==> config.mk <==
export PLATFORM = sky130hd
export DESIGN_NAME = spi_channel
export DESIGN_NICKNAME = d
export VERILOG_FILES = /design/src/spi_chan_pkg.sv /design/src/spi_sync2.sv /design/src/spi_clk_div.sv /design/src/spi_channel.sv
export SDC_FILE = /design/constraint.sdc
export NUM_CORES = 1
export LEC_CHECK = 0
export ABC_AREA = 1
export BUFFER_PORTS_ARGS = -buffer_cell sky130_fd_sc_hd__buf_4
export CORE_ASPECT_RATIO = 0.7
export CORE_UTILIZATION = 55
export DETAILED_ROUTE_END_ITERATION = 16
export PLACE_DENSITY = 0.85
export SLEW_MARGIN = 20
export SYNTH_ARGS = -nofsm -noshare
export SYNTH_HDL_FRONTEND = slang
export SYNTH_SLANG_ARGS = --single-unit
==> constraint.sdc <==
create_clock -name ref_clk -period 3.3 [get_ports ref_clk]
set_clock_uncertainty 0.1 [all_clocks]
set_input_delay 0.165 -clock ref_clk [delete_from_list [all_inputs] [get_ports ref_clk]]
set_output_delay 0.165 -clock ref_clk [all_outputs]
set_load 0.02 [all_outputs]
==> src/spi_chan_pkg.sv <==
package spi_chan_pkg;
  // Register indices on the plain register port
  localparam int ADDR_W = 3;
  localparam int DATA_W = 16;
  localparam logic [ADDR_W-1:0] OFS_MODE = 3'h0;
  localparam logic [ADDR_W-1:0] OFS_CTL = 3'h1;
  localparam logic [ADDR_W-1:0] OFS_TXD = 3'h2;
  localparam logic [ADDR_W-1:0] OFS_RXD = 3'h3;
  localparam logic [ADDR_W-1:0] OFS_INTF = 3'h4;
  localparam logic [ADDR_W-1:0] OFS_INTE = 3'h5;

  // Mode register fields
  localparam int MASTER_SEL_BIT = 0;
  localparam int LSBF_BIT = 3;
  localparam int CHAR_LEN_LSB = 8;
  localparam int CHAR_LEN_W = 4;
  localparam logic [DATA_W-1:0] MODE_RESET = 16'h0700;
  localparam logic [DATA_W-1:0] MODE_MASK = 16'h0f3f;

  // Control register fields
  localparam int EN_BIT = 0;
  localparam int SRST_BIT = 1;

  // Flag register fields, enable register uses the same positions
  localparam int TBE_BIT = 0;
  localparam int RBF_BIT = 1;
  localparam int TEND_BIT = 2;
  localparam int OVR_BIT = 3;
  localparam int BUSY_BIT = 7;
  localparam int NFLAGS = 4;
  localparam logic [NFLAGS-1:0] FLAGS_RESET = 4'h1;
  localparam logic [NFLAGS-1:0] IRQ_EN_RESET = 4'h0;

  // Timing
  localparam int CLK_PERIOD_NS = 10;
  localparam int SCLK_HALF_NS = 80;
  localparam int SCLK_HALF_CYC = (SCLK_HALF_NS + CLK_PERIOD_NS - 1) / CLK_PERIOD_NS;
  localparam int CNT_W = 5;
endpackage : spi_chan_pkg

==> src/spi_sync2.sv <==
`timescale 1ns/100ps
module spi_sync2 #(
  parameter int W = 1
) (
  // Clock and reset
  input wire logic ref_clk,
  input wire logic reset_n,
  // Asynchronous in, synchronised out
  input wire logic [W-1:0] async_in,
  output logic [W-1:0] sync_out
);
  logic [W-1:0] meta_q;

  // First stage feeds only the second stage
  always_ff @(posedge ref_clk or negedge reset_n)
  begin
    if (!reset_n)
    begin
      meta_q <= '1;
      sync_out <= '1;
    end
    else
    begin
      meta_q <= async_in;
      sync_out <= meta_q;
    end
  end
endmodule : spi_sync2

==> src/spi_clk_div.sv <==
`timescale 1ns/100ps
module spi_clk_div #(
  parameter int HALF = 8
) (
  // Clock and reset
  input wire logic ref_clk,
  input wire logic reset_n,
  // Control and one-cycle tick
  input wire logic run,
  output logic tick
);
  localparam int W = $clog2(HALF + 1);
  localparam logic [W-1:0] LAST = W'(HALF - 1);
  logic [W-1:0] cnt_q;

  assign tick = run && (cnt_q == LAST);

  // Restarts from zero whenever stopped, so the first half period is full length
  always_ff @(posedge ref_clk or negedge reset_n)
  begin
    if (!reset_n)
      cnt_q <= '0;
    else if (!run || tick)
      cnt_q <= '0;
    else
      cnt_q <= cnt_q + W'(1);
  end
endmodule : spi_clk_div

==> src/spi_channel.sv <==
// Summary of operation
// - Mode bit 1 master, 0 slave
// - Soft reset write 1, reads 1, self-clears
// - Soft reset clears shifter and bit counter
// - Enable bit 0; master clock runs only enabled
// - Transmit write loads buffer; master starts transfer
// - Transmit write accepted whenever buffer empty
// - Bits above length never shifted out
// - Receive bits above length read zero
// - Receive cleared on enable or reset write
// - Busy bit 7: master active, slave selected
// - Overrun, done flags cleared by writing 1
// - Receive full flag cleared by receive read
// - Transmit empty resets 1, cleared by write
// - Four enables gate same-position flags, reset 0
// - Interrupt request only for enabled set flag
// - Character length is field plus one
// - Word into full buffer overwrites, sets overrun
// - Transmit empty set on shifter load
//
// Strobed register access and the register offsets are this design's own decisions.
`timescale 1ns/100ps
module spi_channel
  import spi_chan_pkg::*;
(
  // Clock and reset
  input wire logic ref_clk,
  input wire logic reset_n,
  // Register port
  input wire logic [spi_chan_pkg::ADDR_W-1:0] addr,
  input wire logic [spi_chan_pkg::DATA_W-1:0] wdata,
  input wire logic wr_stb,
  input wire logic rd_stb,
  output logic [spi_chan_pkg::DATA_W-1:0] rdata,
  // Interrupt request
  output logic irq_req,
  // Serial clock pin
  input wire logic sclk_i,
  output logic sclk_o,
  output logic sclk_oe_n,
  // Serial data and select pins
  output logic serial_out_pin,
  input wire logic serial_in_pin,
  input wire logic slave_select_n
);
  import spi_chan_pkg::*;

  function automatic logic [DATA_W-1:0] len_mask(input logic [CNT_W-1:0] n);
    len_mask = 16'hffff >> (5'd16 - n);
  endfunction : len_mask

  function automatic logic [DATA_W-1:0] len_bit(input logic [CNT_W-1:0] n);
    len_bit = 16'h0001 << (n - 5'd1);
  endfunction : len_bit

  // Registers
  logic [DATA_W-1:0] mode_q;
  logic chan_en_q;
  logic srst_q;
  logic [DATA_W-1:0] tx_buf_q;
  logic [DATA_W-1:0] rx_buf_q;
  logic tx_empty_q;
  logic rx_full_q;
  logic tx_done_q;
  logic overrun_q;
  logic [NFLAGS-1:0] irq_en_q;
  logic [DATA_W-1:0] rdata_q;
  // Shift engine
  logic [DATA_W-1:0] shift_q;
  logic [CNT_W-1:0] cnt_q;
  logic active_q;
  logic sclk_q;
  logic sample_q;
  logic sdo_q;
  logic sclk_prev_q;

  // Pin synchronisers
  logic [2:0] pins_s;
  logic sclk_s;
  logic ss_s;
  logic sdi_s;

  spi_sync2 #(.W(3)) u_sync (
    .ref_clk(ref_clk),
    .reset_n(reset_n),
    .async_in({sclk_i, slave_select_n, serial_in_pin}),
    .sync_out(pins_s)
  );
  assign sclk_s = pins_s[2];
  assign ss_s = pins_s[1];
  assign sdi_s = pins_s[0];

  // Decoding
  wire master = mode_q[MASTER_SEL_BIT];
  wire lsb_first = mode_q[LSBF_BIT];
  wire [CNT_W-1:0] len = {1'b0, mode_q[CHAR_LEN_LSB +: CHAR_LEN_W]} + 5'd1;
  wire [DATA_W-1:0] lmask = len_mask(len);
  wire run = chan_en_q && !srst_q;
  wire wr_mode = wr_stb && (addr == OFS_MODE);
  wire wr_ctl = wr_stb && (addr == OFS_CTL);
  wire wr_txd = wr_stb && (addr == OFS_TXD);
  wire wr_intf = wr_stb && (addr == OFS_INTF);
  wire wr_inte = wr_stb && (addr == OFS_INTE);
  wire rd_rxd = rd_stb && (addr == OFS_RXD);
  wire rx_clear = wr_ctl && (wdata[EN_BIT] || wdata[SRST_BIT]);

  // Master clock runs only while enabled and a word is in flight
  logic tick;
  spi_clk_div #(.HALF(SCLK_HALF_CYC)) u_div (
    .ref_clk(ref_clk),
    .reset_n(reset_n),
    .run(run && master && active_q),
    .tick(tick)
  );

  // Edges: master from its own divider, slave from the sampled pin
  wire slave_sel = !master && !ss_s;
  wire rise_ev = run && (master ? (tick && !sclk_q) : (slave_sel && sclk_s && !sclk_prev_q));
  wire fall_ev = run && (master ? (tick && sclk_q) : (slave_sel && !sclk_s && sclk_prev_q));
  wire slave_idle = (cnt_q == '0) && !rise_ev && !fall_ev;
  wire load_ev = run && !tx_empty_q && (master ? !active_q : slave_idle);
  wire word_done = fall_ev && ((cnt_q + 5'd1) == len);
  wire busy = master ? active_q : !ss_s;

  // Next shifter value: MSB first shifts left, LSB first inserts at top of word
  wire [DATA_W-1:0] lbit = len_bit(len);
  wire [DATA_W-1:0] shl = {shift_q[DATA_W-2:0], sample_q};
  wire [DATA_W-1:0] shr = ({1'b0, shift_q[DATA_W-1:1]} & ~lbit) | (sample_q ? lbit : 16'h0000);
  wire [DATA_W-1:0] shift_nx = lsb_first ? shr : shl;
  // Only bits inside the length reach the pin
  wire out_bit = lsb_first ? shift_q[0] : |(shift_q & lbit);

  // Control and mode registers
  always_ff @(posedge ref_clk or negedge reset_n)
  begin
    if (!reset_n)
    begin
      mode_q <= MODE_RESET;
      chan_en_q <= 1'b0;
      srst_q <= 1'b0;
      irq_en_q <= IRQ_EN_RESET;
    end
    else
    begin
      if (wr_mode)
        mode_q <= wdata & MODE_MASK;
      if (wr_ctl)
        chan_en_q <= wdata[EN_BIT];
      srst_q <= wr_ctl && wdata[SRST_BIT];
      if (wr_inte)
        irq_en_q <= wdata[NFLAGS-1:0];
    end
  end

  // Transmit buffer
  always_ff @(posedge ref_clk or negedge reset_n)
  begin
    if (!reset_n)
      tx_buf_q <= 16'h0000;
    else if (wr_txd)
      tx_buf_q <= wdata;
  end

  // Receive buffer; a clearing write wins over a word landing in the same cycle
  always_ff @(posedge ref_clk or negedge reset_n)
  begin
    if (!reset_n)
      rx_buf_q <= 16'h0000;
    else if (rx_clear)
      rx_buf_q <= 16'h0000;
    else if (word_done)
      rx_buf_q <= shift_nx & lmask;
  end

  // Flags: hardware set always beats software clear
  always_ff @(posedge ref_clk or negedge reset_n)
  begin
    if (!reset_n)
    begin
      tx_empty_q <= FLAGS_RESET[TBE_BIT];
      rx_full_q <= FLAGS_RESET[RBF_BIT];
      tx_done_q <= FLAGS_RESET[TEND_BIT];
      overrun_q <= FLAGS_RESET[OVR_BIT];
    end
    else
    begin
      if (load_ev)
        tx_empty_q <= 1'b1;
      else if (wr_txd)
        tx_empty_q <= 1'b0;
      if (word_done)
        rx_full_q <= 1'b1;
      else if (rd_rxd)
        rx_full_q <= 1'b0;
      if (word_done && tx_empty_q)
        tx_done_q <= 1'b1;
      else if (wr_intf && wdata[TEND_BIT])
        tx_done_q <= 1'b0;
      if (word_done && rx_full_q)
        overrun_q <= 1'b1;
      else if (wr_intf && wdata[OVR_BIT])
        overrun_q <= 1'b0;
    end
  end

  // Shift engine
  always_ff @(posedge ref_clk or negedge reset_n)
  begin
    if (!reset_n)
    begin
      shift_q <= 16'h0000;
      cnt_q <= '0;
      active_q <= 1'b0;
      sclk_q <= 1'b0;
      sample_q <= 1'b0;
    end
    else if (srst_q)
    begin
      shift_q <= 16'h0000;
      cnt_q <= '0;
      active_q <= 1'b0;
      sclk_q <= 1'b0;
    end
    else if (!master && ss_s)
    begin
      // Deselect mid-word drops the partial word
      cnt_q <= '0;
      active_q <= 1'b0;
      sclk_q <= 1'b0;
      // A word written while deselected must still reach the shifter
      if (load_ev)
        shift_q <= tx_buf_q;
    end
    else
    begin
      if (load_ev)
      begin
        shift_q <= tx_buf_q;
        active_q <= master;
      end
      if (rise_ev)
        sample_q <= sdi_s;
      if (master && tick)
        sclk_q <= !sclk_q;
      if (fall_ev)
      begin
        shift_q <= shift_nx;
        cnt_q <= word_done ? '0 : cnt_q + 5'd1;
      end
      if (word_done)
        active_q <= 1'b0;
    end
  end

  // Pin side registers
  always_ff @(posedge ref_clk or negedge reset_n)
  begin
    if (!reset_n)
    begin
      sdo_q <= 1'b0;
      sclk_prev_q <= 1'b1;
    end
    else
    begin
      sdo_q <= out_bit;
      sclk_prev_q <= sclk_s;
    end
  end

  assign serial_out_pin = sdo_q;
  assign sclk_o = sclk_q;
  assign sclk_oe_n = !(master && chan_en_q);

  // Register read, data stands one cycle after the strobe
  wire [NFLAGS-1:0] flags = {overrun_q, tx_done_q, rx_full_q, tx_empty_q};
  wire [DATA_W-1:0] intf_val = {8'h00, busy, 3'h0, flags};
  wire [DATA_W-1:0] read_val =
    (addr == OFS_MODE) ? mode_q :
    (addr == OFS_CTL) ? {14'h0000, srst_q, chan_en_q} :
    (addr == OFS_TXD) ? tx_buf_q :
    (addr == OFS_RXD) ? (rx_buf_q & lmask) :
    (addr == OFS_INTF) ? intf_val :
    (addr == OFS_INTE) ? {12'h000, irq_en_q} :
    16'h0000;

  always_ff @(posedge ref_clk or negedge reset_n)
  begin
    if (!reset_n)
      rdata_q <= 16'h0000;
    else
      rdata_q <= rd_stb ? read_val : 16'h0000;
  end
  assign rdata = rdata_q;

  assign irq_req = |(flags & irq_en_q);
endmodule : spi_channel

==> results of run 1 <==
==> worst max path at each step <==
stage,end,slack (ns)
5_1_grt,shift_q[13],0.07
6_report,rdata[14],0.32
3_3_place_gp,rx_buf_q[14],0.45
4_1_cts,rdata[14],0.36
3_5_place_dp,rx_buf_q[11],0.40
2_1_floorplan,shift_q[3],0.77
==> what timing repair did <==
action	CTS	global route
hold endpoints to repair	82	0
hold buffers	19	0
setup buffers	0	0
==> registers in the layout, indices dropped and copies added, names as in the netlist, 3 cells and up <==
register and count:
rx_buf_q 16, u_sync.sync_out 3, u_div.cnt_q 4, tx_buf_q 16, u_sync.meta_q 3, rdata 16
cnt_q 5, mode_q 10, irq_en_q 4, shift_q 16
==> cell families after synthesis <==
family | share of synthesized area (%)
AND/OR/NAND/NOR | 33.21
AO/OA/AOI/OAI | 9.924
XOR/XNOR | 1.336
flip-flops | 44.34
adder cells (fa/ha/maj) | 2.544
buffers and inverters | 8.651
==> through the flow <==
stage          std cells  power [mW]  utilization, %  hold slack, ns  setup slack (ns)
2_1_floorplan        791       2.678               -         -0.2306            0.7674
3_3_place_gp         956       3.080           61.33          0.1736            0.4509
3_5_place_dp         956       3.111           61.33          0.1745            0.4049
4_1_cts              991       4.194           65.95         0.02735            0.3580
5_1_grt              991       4.473           65.95         0.05021           0.07108
6_report             991       4.233           65.95         0.03919            0.3165
==> power breakdown <==
group          total [mW]  internal, mW  switching, mW
Sequential           1.78          1.52          0.268
Combinational        1.40         0.480          0.915
Clock                1.05         0.544          0.511
==> area by class of cell <==
| class | count | area (um2) |
|---|---|---|
| clock inverter | 6 | 51.30 |
| multi-input combinational | 567 | 2774 |
| inverter | 88 | 331.6 |
| fill | 868 | 3540 |
| clock buffer | 10 | 239.0 |
| timing repair buffer | 84 | 678.2 |
| tap | 132 | 165.2 |
| sequential | 104 | 2616 |
==> metal layers <==
| metal | track usage (%) | vias up |
|---|---|---|
| met5 | 0 | - |
| met4 | 12.81 | 0 |
| met3 | 8.827 | 50 |
| met2 | 52.93 | 391 |
| met1 | 48.25 | 2710 |
| li1 | - | 2694 |
==> worst max-delay path: stages, from the launching register on <==
cell,delay [ns]
dfstp_2,0.65
ha_1,0.24
inv_1,0.09
ha_1,0.29
inv_1,0.14
nand2_1,0.06
nor2_1,0.12
nand3_1,0.10
nand2_2,0.26
nand2_2,0.17
inv_2,0.24
nand4_1,0.14
a211oi_1,0.28
==> synth_stat cells (3+ instances only) <==
master and count:
o21ai_0 41, or2_2 6, ha_1 12, clkbuf_1 12
a21oi_1 28, o21ai_1 31, nor2_4 4, nand2_2 10
o22ai_1 4, buf_6 5, nand4_1 24, buf_1 4
xnor2_1 3, nand2_1 218, inv_2 7, buf_2 8
nor3_1 3, nor2_1 57, xor2_1 6, a31oi_1 3
buf_4 3, nand3b_1 6, inv_1 79, nand3_1 96
dfrtp_1 93, dfstp_2 11
==> impl_metrics.toml, run 1 <==
[status]
status = "complete, no violations"

[worst_setup_path]
cp-end-kind = "register"
start_kind = "register"
timing.rr.end = "rdata[14]"
criticalPathCategory = "register to register"
cp_max_fo = 14
regToRegSetupSlack_ns = 0.32
rr_worst_depth = 12
cp.required_ns = 3.45
arrival_ns = 3.13
critPathLaunch = "mode_q[8]"
reg2reg_from = "mode_q[8]"

[clocking]
cts_made_buffers = 9
cts.clk_slew.worst_paths_ns = 0.07
cts_resized = 0
cts_max_level = 3
cts_tree = "yes"
cts_buffer_depth = 2
root_buffer = "clkbuf_16"
clock_sinks = 104
clk_latency_ns = 0.36

[grt]
grt_pass1_vias = 5567
antenna_found_initial = 0
grt_pass1_wl_um = 29150
grt_overflow = 0
grtUsageTotal_pct = 34.68
grt_max_degree = 68

[pwr]
p_leak_nw = 3.514
power_density_nw_per_um2 = 617.5
ir_worst_vdd_mv = 0.3577

[drt]
wl_met3_um = 2143
post_drt_via_cell_ratio = 5.898
drt_iter0_drc = 774
detail-route-antenna-nets = 0
wl_um = 17790
vias = 5845
remaining_drc_errors = 0
wl_per_cell_um = 17.95
dr.pass1.iters = 6
drt-met1-wl_um = 7726
dr_wl_met2_um = 7495
routed.top_layer = "met4"

[hold_path]
hold_end = "srst_q"
hold_path_depth = 3
min_path_type = "input port to register"
hold_start = "wdata[1]"

[cells_and_area]
layout_common_cells = "218 x nand2_1, 96 x nand3_1, 93 x dfrtp_1"
fin_area_um2 = 6855
nets = 892
drive_gt1_share_pct = 15.02
antenna_cells = 0
area_growth_pct = 16.18
final_common_cell = "nand2_1"

[floorplan]
die_area_um2 = 11150
placementRows = 31
die_h_um = 88.66
io_pins = 46
initial_core_util_pct = 56.76
die_w_um = 125.8
core_area_um2 = 10400

[sta]
finalCriticalPeriod_ns = 2.983
setup_viol = 0
fmax_ghz = 0.3352
fin_crit_sh_pct = 90.41
slew_headroom_pct = 45.33
hold_viol = 0
tightestPinTransition_ns = 0.8200
setup_tns_ns = 0
slew_viol_final = 0
rsz0062_at_grt = "false"

[logic_synthesis]
syn_avg_cell_area_um2 = 7.460
synth_top_area_share_pct = 39.44
yosys_warnings = 0
ys_seq_elements = 104
synthCells = 791
yosysTopAreaCell = "dfrtp_1"
synth_edf_count = 0
synth.cell_area_um2 = 5901
synthFlopType = "dfrtp_1"
synthTopCellsByArea = "dfrtp_1 39%, nand2_1 14%, nand3_1 8.1%, inv_1 5.0%, dfstp_2 4.9%"
syn-num-nets = 829
ys_seq_area_share_pct = 44.34
async_flop_share_pct = 100.0
synthDistinctLibCells = 39

[job]
drv_cap = 0

[place]
gp_congestion = 1.065
placed_area_um2 = 6375
dp_hpwl_um = 12460
portBuffers = 45
No activity file was read; power rests on OpenSTA's default activity.
==> inputs of run 2 (changes only) <==
CORE_UTILIZATION = 36   (was 55)
PLACE_DENSITY = unset   (was 0.85)
PLACE_DENSITY_LB_ADDON = 0.15   (was unset)
==> run 2 against run 1 <==
Compared with the run above:
- maximum frequency hardly changed
- critical path depth is 2 higher
- global-route usage is 11 points lower
- first-iteration DRC count is 40% lower
- largest power group unchanged
- highest routed layer unchanged
==> impl_metrics.toml, run 2 (same netlist as run 1, synthesis figures left out) <==
[status]
status = "complete, no violations"

[pwr]
ir_worst_vdd_mv = 0.2813
p_seq_share_pct = 42.5
power_mw = 4.219
swShare_pct = 40.24
p_comb_share_pct = 32.1
p_leak_nw = 3.503
pwr-share-clk_pct = 25.4
power.switching_mw = 1.698
power_density_nw_per_um2 = 607.0
intPower_mw = 2.521

[worst_setup_path]
cp_max_fo = 10
cpPeakStageDelay_ns = 0.66
critical-path-top-delay-family = "adder cells"
path_cells = "ha_1, inv_1, ha_1, inv_1, ha_1, inv_1, nand2_1, nor2_1, nand3_1, nand3_1, nand2_1, nand2_1, nand2_1, nor2_1"
cp_slowest_cell = "dfstp_2"
cpMostUsedCell = "nand2_1"
cp.required_ns = 3.48
start_kind = "register"
arrival_ns = 3.17
cp_num_buf_inv = 3
cp-end-kind = "register"
criticalPathCategory = "register to register"

[drt]
routed.top_layer = "met4"
detail-route-antenna-nets = 0
remaining_drc_errors = 0
dr_wl_met2_um = 7699
wl_per_cell_um = 17.57
vias = 5634
wl_um = 18900
post_drt_via_cell_ratio = 5.236
drt_iter0_drc = 466
dr.pass1.iters = 5
drt-met1-wl_um = 9639
wl_met3_um = 1243

[cells_and_area]
nets = 889
layout_common_cells = "218 x nand2_1, 96 x nand3_1, 93 x dfrtp_1"
antenna_cells = 0
fillers = 1614
area_growth_pct = 17.79
drive_gt1_share_pct = 14.95
final_common_cell = "nand2_1"

[sta]
setup_viol = 0
setup_tns_ns = 0
slew_headroom_pct = 44.21
finalCriticalPeriod_ns = 2.984
whs_ns = 0.01924
slew_viol_final = 0
fin_crit_sh_pct = 90.41
rsz0062_at_grt = "false"
hold_viol = 0
fmax_ghz = 0.3352
tightestPinTransition_ns = 0.8369

[floorplan]
die_area_um2 = 16920
core_area_um2 = 15740
initial_core_util_pct = 37.49
io_pins = 46
placementRows = 38
die_w_um = 155.0
die_h_um = 109.1

[place]
gp_congestion = 1.020
portBuffers = 45
dp_hpwl_um = 13700

[clocking]
cts_max_level = 3
clk_latency_ns = 0.35
clock_sinks = 104
cts_tree = "yes"
cts_made_buffers = 9
root_buffer = "clkbuf_16"
cts_resized = 0
cts.clk_slew.worst_paths_ns = 0.08
cts_buffer_depth = 2

[job]
drv_cap = 0

[grt]
grt_overflow = 0
grt_max_degree = 62
grt_pass1_wl_um = 30630
antenna_found_initial = 0
grtUsageTotal_pct = 24.07
grt_pass1_vias = 5385

[hold_path]
min_path_type = "input port to register"
## run 2: worst reg2reg max path, cell delays in order (launching register included)
cell,delay [ns]
dfstp_2,0.66
ha_1,0.24
inv_1,0.09
ha_1,0.30
inv_1,0.10
ha_1,0.37
inv_1,0.21
nand2_1,0.14
nor2_1,0.21
nand3_1,0.10
nand3_1,0.12
nand2_1,0.07
nand2_1,0.06
nand2_1,0.04
nor2_1,0.11
## run 2: final timing paths
kind	end	cells after the start	slack, ns	startpoint
max	shift_q[1]	14	0.32	mode_q[8]
min	rdata[3]	3	0.02	rd_stb
max reg2reg	shift_q[1]	14	0.32	mode_q[8]
min reg2reg	u_sync.sync_out[2]	0	0.26	u_sync.meta_q[2]
max in group asynchronous	mode_q[9]	3	1.95	reset_n
min in group asynchronous	u_div.cnt_q[3]	2	0.36	reset_n
## run 2: cell type report
type                            instances  area [um2]  area share [%]
Timing Repair Buffer                   81       663.1           9.541
Clock inverter                          7       65.06          0.9361
Multi-Input combinational cell        567        2774           39.91
Inverter                               88       331.6           4.770
Tap cell                              220       275.3           3.960
Clock buffer                            9       225.2           3.240
Sequential cell                       104        2616           37.64
## run 2: stage by stage
stage | instance area, um2 | utilization [%] | setup WS [ns] | cells
after floorplan | 5901 | - | 0.7674 | 791
after global placement | 6490 | 41.24 | 0.4957 | 1043
after detailed placement | 6490 | 41.24 | 0.3915 | 1043
after CTS | 6950 | 44.16 | 0.3718 | 1076
after global routing | 6950 | 44.16 | 0.06556 | 1076
final | 6950 | 44.16 | 0.3164 | 1076
## run 2: routing by layer
layer,track usage [%],up-vias
met4,5.941,0
li1,-,2685
met3,4.452,19
met5,0,-
met2,34.88,197
met1,36.41,2733
## run 2: power groups by stage
stage | registers [mW] | clock network [mW] | logic, mW
2_1_floorplan | 1.69 | 0 | 0.990
3_3_place_gp | 1.80 | 0 | 1.31
3_5_place_dp | 1.80 | 0 | 1.32
4_1_cts | 1.78 | 1.10 | 1.34
5_1_grt | 1.82 | 1.15 | 1.54
6_report | 1.79 | 1.07 | 1.35
## run 2: repair_timing
action | in CTS | in global routing
hold buffers | 17 | 0
endpoints found under the hold margin | 69 | 0
buffers inserted | 0 | 0
==> inputs of run 3 (changes only) <==
CORE_MARGIN = 1.5   (was unset)
SYNTH_HIERARCHICAL = 1   (was unset)
==> run 3 against run 2 <==
Compared with the run above:
- die area rose by 1.0%
- via count fell by 0.75%
- total power rose by 3.1%
- non-clock buffer count fell by 9
- global-route usage fell by 0.77 points
- final cell count fell by 1.1%
- largest cell class unchanged
- highest routed layer unchanged
==> impl_metrics.toml, run 3 <==
[status]
status = "complete, no violations"

[floorplan]
initial_core_util_pct = 37.30
die_area_um2 = 17090
core_area_um2 = 15740
die_h_um = 109.8
die_w_um = 155.6
io_pins = 46
placementRows = 38

[logic_synthesis]
yosys_warnings = 6
syn_avg_cell_area_um2 = 7.467
synthDistinctLibCells = 38
synthTopCellsByArea = "dfrtp_1 40%, nand2_1 14%, nand3_1 6.3%, o21ai_0 5.7%, inv_1 5.6%"
synth.cell_area_um2 = 5869
syn-num-nets = 824
synth_top_cells_by_count = "226 x nand2_1, 93 x dfrtp_1, 88 x inv_1, 74 x nand3_1, 71 x nor2_1"
async_flop_share_pct = 100.0
synthCells = 786
synth_top_area_share_pct = 39.65
synth_edf_count = 0
ys_seq_area_share_pct = 44.57
synthFlopType = "dfrtp_1"
synth_most_common_cell = "nand2_1"
ys_seq_elements = 104
yosysTopAreaCell = "dfrtp_1"

[cells_and_area]
nets = 878
antenna_cells = 0
layout_common_cells = "226 x nand2_1, 93 x dfrtp_1, 88 x inv_1"
final_common_cell = "nand2_1"
fin_area_um2 = 6863
drive_gt1_share_pct = 12.80
final_util_pct = 43.61
area_growth_pct = 16.93

[sta]
timing.final.ws_setup_ns = 0.3037
fmax_ghz = 0.3337
hold_viol = 0
setup_tns_ns = 0
whs_ns = 0.02733
slew_viol_final = 0
finalCriticalPeriod_ns = 2.996
setup_viol = 0
rsz0062_at_grt = "false"
fin_crit_sh_pct = 90.80
slew_headroom_pct = 33.51
tightestPinTransition_ns = 0.9972

[worst_setup_path]
critical-path-top-delay-family = "simple AND/OR/NAND/NOR gates"
arrival_ns = 3.15
cpPeakStageDelay_ns = 0.65
cp_num_buf_inv = 3
criticalPathCategory = "register to register"
cp_slowest_cell = "dfstp_2"
cp.required_ns = 3.45
regToRegSetupSlack_ns = 0.30
reg2reg_from = "mode_q[8]"
start_kind = "register"
path_cells = "ha_1, inv_1, ha_1, inv_1, or2_2, nand3_1, nor2_1, nand3_2, buf_4, nand2_1, nor2_1, nand2_1, o21ai_0"
timing.rr.end = "cnt_q[1]"
cp-end-kind = "register"
cp_max_fo = 22
rr_worst_depth = 13

[hold_path]
hold_end = "tx_buf_q[2]"
hold_path_depth = 3
hold_start = "wdata[2]"
min_path_type = "input port to register"

[grt]
gr-max-usage-layer = "met2"
grt_max_degree = 56
grt_pass1_vias = 5477
use_met3_pct = 3.981
use_met2_pct = 35.75
grt_overflow = 0
grtUsageTotal_pct = 23.30
grt_use_met1_pct = 34.00
antenna_found_initial = 0
grt_pass1_wl_um = 29990

[drt]
detail-route-antenna-nets = 0
wl_per_cell_um = 17.52
remaining_drc_errors = 0
dr.pass1.iters = 5
post_drt_via_cell_ratio = 5.256
vias = 5592
drt_iter0_drc = 501
wl_um = 18640

[clocking]
root_buffer = "clkbuf_16"
cts_made_buffers = 9
clk_latency_ns = 0.35
postCtsSetupRepairBufs = 0
cts_tree = "yes"
cts_buffer_depth = 2
clock_sinks = 104
cts_max_level = 3
cts.clk_slew.worst_paths_ns = 0.07

[pwr]
power_density_nw_per_um2 = 633.6
p_leak_nw = 3.480
ir_worst_vdd_mv = 0.2639

[place]
gp_congestion = 0.9487
portBuffers = 45
dp_hpwl_um = 13560
dp_slack_ns = 0.2867
placed_area_um2 = 6400

[job]
drv_cap = 0
run 3: cell types whose count changed in the layout (fill, tap and decap cells not counted), moves of 7 or more:
cell / change
nor2_1: +14
nand2_1: +8
buf_4: -9
o211ai_2: +8
inv_1: +9
nand3_1: -22
o21ai_1: -25
inv_2: -7
o21ai_0: +26
run 3: metrics by stage:
stage	std cells	power, mW
2_1_floorplan	786	2.799
3_3_place_gp	1032	3.224
3_5_place_dp	1032	3.236
4_1_cts	1064	4.341
5_1_grt	1064	4.672
6_report	1064	4.348
run 3: how the worst max path moves through the flow:
stage / startpoint / to / slack, ns / depth (start not counted)
2_1_floorplan: mode_q[8] / shift_q[3] / 0.80 / 14
3_3_place_gp: mode_q[8] / rdata[10] / 0.37 / 14
3_5_place_dp: mode_q[8] / rx_buf_q[9] / 0.29 / 14
4_1_cts: mode_q[8] / rx_buf_q[9] / 0.27 / 14
5_1_grt: mode_q[8] / rx_buf_q[9] / 0.02 / 14
6_report: mode_q[8] / cnt_q[1] / 0.30 / 13
run 3: logic make-up after synthesis:
logic type	share of synthesized area (%)
AOI/OAI and AO/OA	13.17
xor gates and xnor gates	0.5968
adders and majority gates	2.558
buffers and inverters	8.719
DFF	44.57
muxes	0.3837
and+or+nand+nor	29.99
run 3: area by class of cell:
class / count / area, um2
Sequential cell: 104 / 2616
Tap cell: 220 / 275.3
Fill cell: 1638 / 8875
Multi-Input combinational cell: 562 / 2746
Inverter: 91 / 344.1
Clock inverter: 4 / 52.55
Clock buffer: 11 / 232.7
Timing Repair Buffer: 72 / 595.6
run 3: layer usage:
metal | vias up | routed length [um]
li1 | 2661 | -
met1 | 2711 | 9067
met2 | 199 | 8091
met3 | 21 | 1186
met4 | 0 | 291
met5 | - | 0
run 3: tightest hold or removal path, stage by stage:
cell     delay, ns
buf_4         0.07
inv_1         0.06
o21ai_0       0.15
run 3: what timing repair did:
| item | CTS | global route |
|---|---|---|
| hold buffers | 17 | 0 |
| hold endpoints to repair | 76 | 0 |
| resized for setup | 0 | 2 |
| endpoints found under the setup margin | 0 | 2 |
run 3: power by group:
group / internal, mW / switching (mW) / total, mW
registers: 1.52 / 0.228 / 1.75
logic: 0.485 / 1.03 / 1.52
clock network: 0.590 / 0.494 / 1.08
